### config.mk
export PLATFORM = sky130hd
export DESIGN_NAME = sls_top
export DESIGN_NICKNAME = d
export VERILOG_FILES = /design/src/logic/sls_pkg.sv /design/src/logic/sls_top.sv /design/src/logic/sls_lane_status.sv
export VERILOG_INCLUDE_DIRS = /design/src /design/src/logic
export SDC_FILE = /design/constraint.sdc
export NUM_CORES = 1
export LEC_CHECK = 0
export ABC_AREA = 1
export BUFFER_PORTS_ARGS = -buffer_cell sky130_fd_sc_hd__buf_4
export CAP_MARGIN = 40
export CORE_MARGIN = 2
export CORE_UTILIZATION = 44
export DETAILED_ROUTE_END_ITERATION = 12
export GPL_TIMING_DRIVEN = 0
export PLACE_DENSITY = 0.74
export RECOVER_POWER = 100
export SYNTH_ARGS = -nofsm -noshare
export SYNTH_HDL_FRONTEND = slang
export SYNTH_SLANG_ARGS = --single-unit
### constraint.sdc
create_clock -name aclk -period 1.6 [get_ports aclk]
set_clock_uncertainty 0.2 [all_clocks]
set_input_delay 0.24 -clock aclk [delete_from_list [all_inputs] [get_ports aclk]]
set_output_delay 0.24 -clock aclk [all_outputs]
set_load 0.03 [all_outputs]
### src/logic/sls_defines.svh
/*
 * Register indices, bit positions and reset values for the lane status
 * and interrupt enable bank.
 * Assumes a byte address of four times the register index on the bus.
 */
`ifndef SLS_DEFINES_SVH
`define SLS_DEFINES_SVH

// ---------------------------------------------------------------------
// Bus geometry
// ---------------------------------------------------------------------
`define SLS_ADDR_W 14
`define SLS_IDX_W 12

// ---------------------------------------------------------------------
// Register indices (byte address is index times four)
// ---------------------------------------------------------------------
`define SLS_IDX_LANE6_STATE 12'h4B6
`define SLS_IDX_LANE7_STATE 12'h4B7
`define SLS_IDX_IRQ_ENABLE 12'h4B8
`define SLS_IDX_THRESHOLD 12'h4C0
`define SLS_IDX_CONTROL 12'h4C1
`define SLS_IDX_IRQ_STATUS 12'h4C2
`define SLS_IDX_IRQ_CLEAR 12'h4C3

// ---------------------------------------------------------------------
// Lane status bit positions, shared by enable, status and clear, and the control bit
// ---------------------------------------------------------------------
`define SLS_BIT_DISPARITY 7
`define SLS_BIT_INVALID_CODE 6
`define SLS_BIT_STRAY_CONTROL 5
`define SLS_BIT_DESKEW 4
`define SLS_BIT_ALIGN_SYNC 3
`define SLS_BIT_CHECKSUM 2
`define SLS_BIT_FRAME_SYNC 1
`define SLS_BIT_CODEGROUP_SYNC 0
`define SLS_BIT_SKIP_ALIGN 0

// ---------------------------------------------------------------------
// Reset values
// ---------------------------------------------------------------------
`define SLS_RESET_BYTE 8'h00
`define SLS_RESET_THRESHOLD 8'hFF
`define SLS_ZERO_WORD 32'h0000_0000

// ---------------------------------------------------------------------
// Bus responses
// ---------------------------------------------------------------------
`define SLS_RESP_OKAY 2'h0
`define SLS_RESP_DECERR 2'h3

`endif

### src/logic/sls_pkg.sv
/*
 * Types shared by the lane status bank.
 * Assumes sls_defines.svh supplies the numeric constants.
 */
package sls_pkg;
  typedef logic [7:0] sls_byte_t;
  typedef logic [31:0] sls_word_t;
  typedef logic [1:0] sls_resp_t;
  typedef logic [13:0] sls_addr_t;
endpackage

### src/logic/sls_top.sv
/*
 * Lane 6 and 7 status registers, the first interrupt enable register,
 * threshold and control registers and a sticky interrupt status, all
 * behind an AXI4-Lite slave.
 * Assumes error counters and alignment logic run on aclk.
 */
// The AXI4-Lite slave port was decided locally.
`include "sls_defines.svh"

module sls_top (
  input wire logic aclk,
  input wire logic aresetn,
  input wire sls_pkg::sls_addr_t s_axi_awaddr,
  input wire logic [2:0] s_axi_awprot,
  input wire logic s_axi_awvalid,
  output logic s_axi_awready,
  input wire sls_pkg::sls_word_t s_axi_wdata,
  input wire logic [3:0] s_axi_wstrb,
  input wire logic s_axi_wvalid,
  output logic s_axi_wready,
  output sls_pkg::sls_resp_t s_axi_bresp,
  output logic s_axi_bvalid,
  input wire logic s_axi_bready,
  input wire sls_pkg::sls_addr_t s_axi_araddr,
  input wire logic [2:0] s_axi_arprot,
  input wire logic s_axi_arvalid,
  output logic s_axi_arready,
  output sls_pkg::sls_word_t s_axi_rdata,
  output sls_pkg::sls_resp_t s_axi_rresp,
  output logic s_axi_rvalid,
  input wire logic s_axi_rready,
  input wire sls_pkg::sls_byte_t lane6_disparity_count,
  input wire sls_pkg::sls_byte_t lane6_invalid_code_count,
  input wire sls_pkg::sls_byte_t lane6_stray_control_count,
  input wire logic lane6_deskew_in,
  input wire logic lane6_alignment_sync_in,
  input wire logic lane6_checksum_in,
  input wire logic lane6_frame_sync_in,
  input wire logic lane6_codegroup_sync_in,
  input wire sls_pkg::sls_byte_t lane7_disparity_count,
  input wire sls_pkg::sls_byte_t lane7_invalid_code_count,
  input wire sls_pkg::sls_byte_t lane7_stray_control_count,
  input wire logic lane7_deskew_in,
  input wire logic lane7_alignment_sync_in,
  input wire logic lane7_checksum_in,
  input wire logic lane7_frame_sync_in,
  input wire logic lane7_codegroup_sync_in,
  output logic skip_initial_alignment,
  output logic irq
);
  import sls_pkg::*;

  // -------------------------------------------------------------------
  // Lane status
  // -------------------------------------------------------------------
  // Lane 6 sits at index 0 and lane 7 at index 1 of every per-lane
  // array, so that the generate loop and the register map agree.
  // Counts and flags come from logic on aclk and need no synchroniser.
  sls_byte_t error_threshold;
  sls_byte_t lane_disp [2];
  sls_byte_t lane_inv [2];
  sls_byte_t lane_stray [2];
  logic [4:0] lane_flags [2];
  sls_byte_t lane_state [2];
  sls_byte_t lane_state_prev [2];
  sls_byte_t lane6_link_state;
  sls_byte_t lane7_link_state;

  assign lane_disp[0] = lane6_disparity_count;
  assign lane_disp[1] = lane7_disparity_count;
  assign lane_inv[0] = lane6_invalid_code_count;
  assign lane_inv[1] = lane7_invalid_code_count;
  assign lane_stray[0] = lane6_stray_control_count;
  assign lane_stray[1] = lane7_stray_control_count;
  assign lane_flags[0] = {lane6_deskew_in, lane6_alignment_sync_in,
    lane6_checksum_in, lane6_frame_sync_in, lane6_codegroup_sync_in};
  assign lane_flags[1] = {lane7_deskew_in, lane7_alignment_sync_in,
    lane7_checksum_in, lane7_frame_sync_in, lane7_codegroup_sync_in};

  genvar lane;
  generate
    for (lane = 0; lane < 2; lane++) begin : g_lane
      sls_lane_status u_status (
        .aclk(aclk),
        .aresetn(aresetn),
        .error_threshold(error_threshold),
        .disparity_count(lane_disp[lane]),
        .invalid_code_count(lane_inv[lane]),
        .stray_control_count(lane_stray[lane]),
        .deskew_ok(lane_flags[lane][4]),
        .alignment_sync_ok(lane_flags[lane][3]),
        .checksum_ok(lane_flags[lane][2]),
        .frame_sync_ok(lane_flags[lane][1]),
        .codegroup_sync_ok(lane_flags[lane][0]),
        .lane_state(lane_state[lane])
      );

      // The previous byte lets the interrupt logic see rising bits; it
      // resets with the status so that no false edge follows reset.
      always_ff @(posedge aclk) begin
        if (!aresetn) begin
          lane_state_prev[lane] <= `SLS_RESET_BYTE;
        end else begin
          lane_state_prev[lane] <= lane_state[lane];
        end
      end
    end
  endgenerate

  // -------------------------------------------------------------------
  // Register views
  // -------------------------------------------------------------------
  assign lane6_link_state = lane_state[0];
  assign lane7_link_state = lane_state[1];

  // -------------------------------------------------------------------
  // Write channel
  // -------------------------------------------------------------------
  // Address and data are latched separately so that either may come
  // first; the write is done once both are taken or held and no answer waits.
  // Each register is byte 0 of its word: a write without strobe 0
  // leaves it unchanged and is still answered.
  // Writes to read-only registers are ignored but answered OKAY; only
  // an address outside the map earns a decode error.
  logic aw_held;
  logic w_held;
  sls_addr_t aw_addr;
  sls_word_t w_data;
  logic [3:0] w_strb;
  wire aw_take = s_axi_awvalid & s_axi_awready;
  wire w_take = s_axi_wvalid & s_axi_wready;
  wire aw_have = aw_held | aw_take;
  wire w_have = w_held | w_take;
  wire do_write = aw_have & w_have & ~s_axi_bvalid;
  wire [`SLS_ADDR_W-1:0] wr_addr = aw_held ? aw_addr : s_axi_awaddr;
  wire [31:0] wr_data = w_held ? w_data : s_axi_wdata;
  wire [3:0] wr_strb = w_held ? w_strb : s_axi_wstrb;
  wire [`SLS_IDX_W-1:0] wr_idx = wr_addr[`SLS_ADDR_W-1:2];
  wire wr_lane0 = do_write & wr_strb[0];
  wire sel_w_enable = (wr_idx == `SLS_IDX_IRQ_ENABLE);
  wire sel_w_threshold = (wr_idx == `SLS_IDX_THRESHOLD);
  wire sel_w_control = (wr_idx == `SLS_IDX_CONTROL);
  wire sel_w_clear = (wr_idx == `SLS_IDX_IRQ_CLEAR);
  wire sel_w_status = (wr_idx == `SLS_IDX_IRQ_STATUS);
  wire sel_w_lane = (wr_idx == `SLS_IDX_LANE6_STATE) |
    (wr_idx == `SLS_IDX_LANE7_STATE);
  wire wr_mapped = sel_w_enable | sel_w_threshold | sel_w_control |
    sel_w_clear | sel_w_status | sel_w_lane;

  assign s_axi_awready = ~aw_held & ~s_axi_bvalid;
  assign s_axi_wready = ~w_held & ~s_axi_bvalid;

  always_ff @(posedge aclk) begin
    if (!aresetn) begin
      aw_held <= 1'b0;
      aw_addr <= '0;
    end else begin
      aw_held <= aw_have & ~do_write;
      if (aw_take) begin
        aw_addr <= s_axi_awaddr;
      end
    end
  end

  always_ff @(posedge aclk) begin
    if (!aresetn) begin
      w_held <= 1'b0;
      w_data <= `SLS_ZERO_WORD;
      w_strb <= 4'h0;
    end else begin
      w_held <= w_have & ~do_write;
      if (w_take) begin
        w_data <= s_axi_wdata;
        w_strb <= s_axi_wstrb;
      end
    end
  end

  // While the answer stands both readies stay low, which keeps a second
  // write from overtaking the first.
  always_ff @(posedge aclk) begin
    if (!aresetn) begin
      s_axi_bvalid <= 1'b0;
      s_axi_bresp <= `SLS_RESP_OKAY;
    end else if (do_write) begin
      s_axi_bvalid <= 1'b1;
      s_axi_bresp <= wr_mapped ? `SLS_RESP_OKAY : `SLS_RESP_DECERR;
    end else if (s_axi_bready) begin
      s_axi_bvalid <= 1'b0;
    end
  end

  // -------------------------------------------------------------------
  // Software registers
  // -------------------------------------------------------------------
  sls_byte_t link_interrupt_enable_first;
  sls_byte_t irq_status;

  // Enable bits share the layout of the status byte, bit for bit.
  always_ff @(posedge aclk) begin
    if (!aresetn) begin
      link_interrupt_enable_first <= `SLS_RESET_BYTE;
    end else if (wr_lane0 & sel_w_enable) begin
      link_interrupt_enable_first <= wr_data[7:0];
    end
  end

  // -------------------------------------------------------------------
  // Threshold and control
  // -------------------------------------------------------------------
  // The threshold resets to the top of the count range, so a fresh lane
  // flags an error only at a count of 255 until software picks a lower level.
  always_ff @(posedge aclk) begin
    if (!aresetn) begin
      error_threshold <= `SLS_RESET_THRESHOLD;
    end else if (wr_lane0 & sel_w_threshold) begin
      error_threshold <= wr_data[7:0];
    end
  end

  // Bit 0 of the control word is the only writable control bit.
  // The alignment logic acts on this bit; the deskew, sync, checksum
  // and frame flags are then meaningless to software.
  always_ff @(posedge aclk) begin
    if (!aresetn) begin
      skip_initial_alignment <= 1'b0;
    end else if (wr_lane0 & sel_w_control) begin
      skip_initial_alignment <= wr_data[`SLS_BIT_SKIP_ALIGN];
    end
  end

  // -------------------------------------------------------------------
  // Interrupts
  // -------------------------------------------------------------------
  // A status bit is raised when the matching bit of either lane rises.
  // A rise in the same cycle as a clear keeps the bit set.
  wire [7:0] lane_rise = (lane_state[0] & ~lane_state_prev[0]) |
    (lane_state[1] & ~lane_state_prev[1]);
  wire [7:0] clear_mask = (wr_lane0 & sel_w_clear) ? wr_data[7:0] :
    `SLS_RESET_BYTE;
  wire [7:0] next_irq_status = (irq_status & ~clear_mask) | lane_rise;
  // The output follows the next status so that it rises with the status
  // bit itself; a newly written enable shows one cycle later.
  // Both lanes feed one status byte, so software reads the lane
  // registers to tell which lane raised an event.

  always_ff @(posedge aclk) begin
    if (!aresetn) begin
      irq_status <= `SLS_RESET_BYTE;
      irq <= 1'b0;
    end else begin
      irq_status <= next_irq_status;
      irq <= |(next_irq_status & link_interrupt_enable_first);
    end
  end

  // -------------------------------------------------------------------
  // Read channel
  // -------------------------------------------------------------------
  // The address is decoded while it is offered; the answer is registered
  // so that rdata and rresp stand unchanged until the master takes them.
  wire ar_take = s_axi_arvalid & s_axi_arready;
  wire [`SLS_IDX_W-1:0] rd_idx = s_axi_araddr[`SLS_ADDR_W-1:2];
  wire sel_r_lane6 = (rd_idx == `SLS_IDX_LANE6_STATE);
  wire sel_r_lane7 = (rd_idx == `SLS_IDX_LANE7_STATE);
  wire sel_r_enable = (rd_idx == `SLS_IDX_IRQ_ENABLE);
  wire sel_r_threshold = (rd_idx == `SLS_IDX_THRESHOLD);
  wire sel_r_control = (rd_idx == `SLS_IDX_CONTROL);
  wire sel_r_status = (rd_idx == `SLS_IDX_IRQ_STATUS);
  wire sel_r_clear = (rd_idx == `SLS_IDX_IRQ_CLEAR);
  wire rd_mapped = sel_r_lane6 | sel_r_lane7 | sel_r_enable |
    sel_r_threshold | sel_r_control | sel_r_status | sel_r_clear;
  // The clear register is write-only and reads as zero.
  wire [7:0] rd_byte =
    sel_r_lane6 ? lane6_link_state :
    sel_r_lane7 ? lane7_link_state :
    sel_r_enable ? link_interrupt_enable_first :
    sel_r_threshold ? error_threshold :
    sel_r_control ? {7'h00, skip_initial_alignment} :
    sel_r_status ? irq_status :
    `SLS_RESET_BYTE;

  // One read at a time: a new address waits until the answer is taken.
  assign s_axi_arready = ~s_axi_rvalid;

  always_ff @(posedge aclk) begin
    if (!aresetn) begin
      s_axi_rvalid <= 1'b0;
      s_axi_rdata <= `SLS_ZERO_WORD;
      s_axi_rresp <= `SLS_RESP_OKAY;
    end else if (ar_take) begin
      s_axi_rvalid <= 1'b1;
      s_axi_rdata <= {24'h000000, rd_byte};
      s_axi_rresp <= rd_mapped ? `SLS_RESP_OKAY : `SLS_RESP_DECERR;
    end else if (s_axi_rready) begin
      s_axi_rvalid <= 1'b0;
    end
  end
endmodule // sls_top

### src/logic/sls_lane_status.sv
/*
 * One lane's status byte: three error counts compared against the
 * threshold and five synchronisation flags, registered.
 * Assumes counts and flags come from logic on the same clock.
 */
`include "sls_defines.svh"

module sls_lane_status (
  input wire logic aclk,
  input wire logic aresetn,
  input wire sls_pkg::sls_byte_t error_threshold,
  input wire sls_pkg::sls_byte_t disparity_count,
  input wire sls_pkg::sls_byte_t invalid_code_count,
  input wire sls_pkg::sls_byte_t stray_control_count,
  input wire logic deskew_ok,
  input wire logic alignment_sync_ok,
  input wire logic checksum_ok,
  input wire logic frame_sync_ok,
  input wire logic codegroup_sync_ok,
  output sls_pkg::sls_byte_t lane_state
);
  import sls_pkg::*;

  wire sls_byte_t next_lane_state;

  assign next_lane_state[`SLS_BIT_DISPARITY] =
    (disparity_count >= error_threshold);
  assign next_lane_state[`SLS_BIT_INVALID_CODE] =
    (invalid_code_count >= error_threshold);
  assign next_lane_state[`SLS_BIT_STRAY_CONTROL] =
    (stray_control_count >= error_threshold);
  assign next_lane_state[`SLS_BIT_DESKEW] = deskew_ok;
  assign next_lane_state[`SLS_BIT_ALIGN_SYNC] = alignment_sync_ok;
  assign next_lane_state[`SLS_BIT_CHECKSUM] = checksum_ok;
  assign next_lane_state[`SLS_BIT_FRAME_SYNC] = frame_sync_ok;
  assign next_lane_state[`SLS_BIT_CODEGROUP_SYNC] =
    codegroup_sync_ok;

  always_ff @(posedge aclk) begin
    if (!aresetn) begin
      lane_state <= `SLS_RESET_BYTE;
    end else begin
      lane_state <= next_lane_state;
    end
  end
endmodule // sls_lane_status

==> load_flow_metrics.sql <==
INSERT INTO impl_metrics (metric_group, metric, value, unit) VALUES
('logic_synthesis', 'synth_area_leader_cell', 'sky130_fd_sc_hd__dfxtp_1', ''),
('timing', 'timing.final.max_slew_violations', '0', ''),
('clock_network', 'numCtsBuffers', '9', ''),
('worst_setup_path', 'worstPathArrival', '2.03', 'ns'),
('logic_synthesis', 'most_common_flop_cell_mapped_by_yosys', 'sky130_fd_sc_hd__dfxtp_1', ''),
('routing', 'routed_wire_length_per_instance', '14.1', 'µm'),
('clock_network', 'cts.sink_count', '93', ''),
('grt', 'grt_first_pass_wirelength', '22.4', 'mm'),
('logic_synthesis', 'synth.ff_latch_count', '93', ''),
('timing', 'finalHoldViolations', '1', ''),
('timing', 'timing.final.ws_setup', '-0.449', 'ns'),
('timing', 'fin_worst_hold_slack', '-0.00703', 'ns'),
('logic_synthesis', 'synthesis.area_per_instance', '7.13', 'µm²'),
('clock_network', 'cts_tree', 'built', ''),
('routing', 'dr_total_vias', '5624', ''),
('floorplanning', 'core-area', '11900', 'µm²'),
('cells_and_area', 'area_delta_synth_final', '46.3', '%'),
('power_and_ir_drop', 'p_leak', '3.91', 'nW'),
('timing', 'setup_viol', '34', ''),
('run_status', 'violations', 'hold timing, setup timing', ''),
('timing', 'final.min_clock_period', '2.05', 'ns'),
('logic_synthesis', 'synth.top_cells.by_area', 'sky130_fd_sc_hd__dfxtp_1 (35%), sky130_fd_sc_hd__nand2_1 (12%), sky130_fd_sc_hd__ha_1 (11%), sky130_fd_sc_hd__inv_1 (8.0%), sky130_fd_sc_hd__a21oi_1 (6.6%)', ''),
('grt', 'congestion_overflow_gr', '0', ''),
('floorplanning', 'initial_core_util', '0.447', ''),
('run', 'cap_viol_max_count', '0', ''),
('timing', 'timing.final.crit_share', '1.28', ''),
('logic_synthesis', 'synth_top_cell_area_share', '0.349', ''),
('run_status', 'run_status', 'complete, but fails checks', ''),
('logic_synthesis', 'count_of_distinct_cell_types_in_the_synthesized_netlist', '43', ''),
('cells_and_area', 'nNetsFinal', '1140', ''),
('routing', 'routed_wirelength', '15.6', 'mm'),
('worst_setup_path', 'startpoint_type', 'register', ''),
('power_and_ir_drop', 'peakVddDrop', '0.000530', 'V'),
('placement', 'placedInstanceArea', '6500', 'µm²'),
('logic_synthesis', 'area_fraction_in_and_or_nand_and_nor_cells_after_synthesis', '0.236', ''),
('cells_and_area', 'mostFrequentLayoutCell', 'sky130_fd_sc_hd__nand2_1', ''),
('placement', 'placement.io_buffers', '115', ''),
('routing', 'drcViolationCount', '0', ''),
('logic_synthesis', 'synth_adder_area_share', '0.113', ''),
('logic_synthesis', 'synth-edff-count', '0', ''),
('cells_and_area', 'drive_above_1_share', '0.309', ''),
('routing', 'firstDrtPassIters', '5', ''),
('grt', 'maximum_number_of_pins_on_one_net_before_global_route_repair', '15', ''),
('floorplanning', 'row_count', '40', ''),
('worst_setup_path', 'kind_of_critical_path', 'register to register', ''),
('timing', 'fin_setup_tns', '-9.46', 'ns'),
('logic_synthesis', 'synth.yosys.warnings', '0', ''),
('hold_path', 'worst_hold_path_type', 'input pin to register', ''),
('worst_setup_path', 'cp_data_required_time', '1.58', 'ns'),
('logic_synthesis', 'synth_top_family_by_area', 'simple AND/OR/NAND/NOR gates', ''),
('cells_and_area', 'final_cell_area', '7790', 'µm²'),
('worst_setup_path', 'worstSetupEndpointType', 'register', ''),
('routing', 'antenna_violating_nets_post_route', '0', ''),
('logic_synthesis', 'number_of_cells_produced_by_synthesis', '747', ''),
('floorplanning', 'chipWidth', '114', 'µm'),
('floorplanning', 'total_i_o_pin_count', '178', ''),
('timing', 'max_freq', '488', 'MHz'),
('cells_and_area', 'layout.cells.most_common_list', 'sky130_fd_sc_hd__nand2_1 (149), sky130_fd_sc_hd__buf_4 (146), sky130_fd_sc_hd__inv_1 (106)', ''),
('placement', 'place_hpwl', '9.76', 'mm'),
('clock_network', 'cts-root-buf', 'sky130_fd_sc_hd__clkbuf_16', ''),
('worst_setup_path', 'critical_path_fanouts_max', '9', ''),
('clock_network', 'cts_htree_levels', '3', ''),
('logic_synthesis', 'synth-async-reset-ratio', '0', ''),
('timing', 'maxSlewHeadroom', '0.555', ''),
('cells_and_area', 'layout.filler_cells', '985', ''),
('routing', 'initialDrtViolationCount', '453', ''),
('clock_network', 'clock_transition_at_the_registers_of_the_reported_paths', '0.07', 'ns'),
('timing', 'worstMarginPinSlew', '0.667', 'ns'),
('power_and_ir_drop', 'power_per_cell_area', '763', 'nW/µm²'),
('logic_synthesis', 'synth.cell_area', '5330', 'µm²'),
('placement', 'routabilityCongestion', '0.859', '');
-- cell families (layout without fill, tap and decap cells) --
group / Yosys count / count (layout)
flops: 93 / 93
compound gates: 159 / 159
buf+inv: 163 / 352
other cells: 1 / 24
simple gates: 283 / 285
fa+ha+maj: 48 / 48
-- final cells by class --
| cell class | instances | area [µm²] | area share |
|---|---|---|---|
| Buffer | 44 | 298 | 0.0382 |
| Clock buffer | 11 | 243 | 0.0311 |
| Clock inverter | 4 | 23.8 | 0.00305 |
| Inverter | 119 | 462 | 0.0592 |
| Multi-Input combinational cell | 516 | 3320 | 0.426 |
| Sequential cell | 93 | 1880 | 0.241 |
| Tap cell | 147 | 184 | 0.0236 |
| Timing Repair Buffer | 174 | 1390 | 0.178 |
-- layer usage --
layer,share of wire,vias up,track usage
met5,0,-,0
met4,0.033,0,0.0813
met3,0.064,57,0.0361
met2,0.50,244,0.378
met1,0.41,2526,0.266
li1,-,2797,-
-- Yosys cell counts (all sizes together), types with 2 or more instances --
cell type / number
inv: 118
clkbuf: 15
a21oi: 70
o41ai: 4
nand3: 23
nand4: 12
o22ai: 8
o21ai: 60
ha: 48
nand2: 183
a21o: 2
a31oi: 2
dfxtp: 93
nor2: 56
buf: 29
nor3: 4
o211ai: 6
a21boi: 3
-- metrics by stage --
step | utilization | setup slack [ns] | power [mW] | hold WS [ns] | std cells
after detailed placement | 0.545 | -0.511 | 3.68 | 0.225 | 1032
after floorplan | - | -0.283 | 3.29 | 0.138 | 770
after global placement | 0.545 | -0.495 | 3.66 | 0.223 | 1032
final | 0.654 | -0.449 | 5.95 | -0.00703 | 1108
after CTS | 0.622 | -0.345 | 5.72 | 0.000307 | 1090
after global routing | 0.654 | -0.555 | 6.17 | 0.0136 | 1108
-- path summary, 6_finish.rpt --
| check | from | slack [ns] | to | cells past startpoint |
|---|---|---|---|---|
| worst min-delay path | s_axi_awaddr[9] | -0.007 | aw_addr[9] | 3 |
| worst max register to register | aw_held | -0.45 | error_threshold[3] | 9 |
| worst max-delay path | aw_held | -0.45 | error_threshold[3] | 9 |
| worst min register to register | g_lane[0].u_status.lane_state[7] | 0.25 | lane_state_prev[0][7] | 2 |
-- state kept, by name (all words and copies together), names as in the netlist --
register	flops
g_lane.u_status.lane_state	16
lane_state_prev	16
aw_addr	12
error_threshold	8
irq_status	8
link_interrupt_enable_first	8
s_axi_rdata	8
w_data	8
aw_held	1
irq	1
s_axi_bresp	1
s_axi_bvalid	1
s_axi_rresp	1
s_axi_rvalid	1
skip_initial_alignment	1
w_held	1
w_strb	1
-- worst max-delay path, stage by stage, from the launching register on --
cell and delay, ns:
sky130_fd_sc_hd__dfxtp_4 0.38, sky130_fd_sc_hd__inv_4 0.12, sky130_fd_sc_hd__nand2_1 0.09, sky130_fd_sc_hd__nor2_1 0.16, sky130_fd_sc_hd__nor2_2 0.13, sky130_fd_sc_hd__nor2_8 0.18
sky130_fd_sc_hd__nand2_4 0.07, sky130_fd_sc_hd__nor3_4 0.26, sky130_fd_sc_hd__buf_6 0.18, sky130_fd_sc_hd__o211ai_1 0.11
-- power breakdown --
part / internal, mW / switching, mW / leakage, nW / total, mW
logic: 0.594 / 0.855 / 3.02 / 1.45
clock network: 1.08 / 0.888 / 0.132 / 1.97
registers: 2.44 / 0.0851 / 0.762 / 2.53
-- timing repair --
| action | in CTS | in global routing |
|---|---|---|
| cloned | 1 | 4 |
| setup buffers | 14 | 15 |
| resized for setup | 63 | 89 |
| setup endpoints to repair | 49 | 63 |
| endpoints found under the hold margin | 28 | 0 |
| pin swaps | 26 | 25 |
| hold buffers | 28 | 0 |
Power figures use the tool's default switching activity.
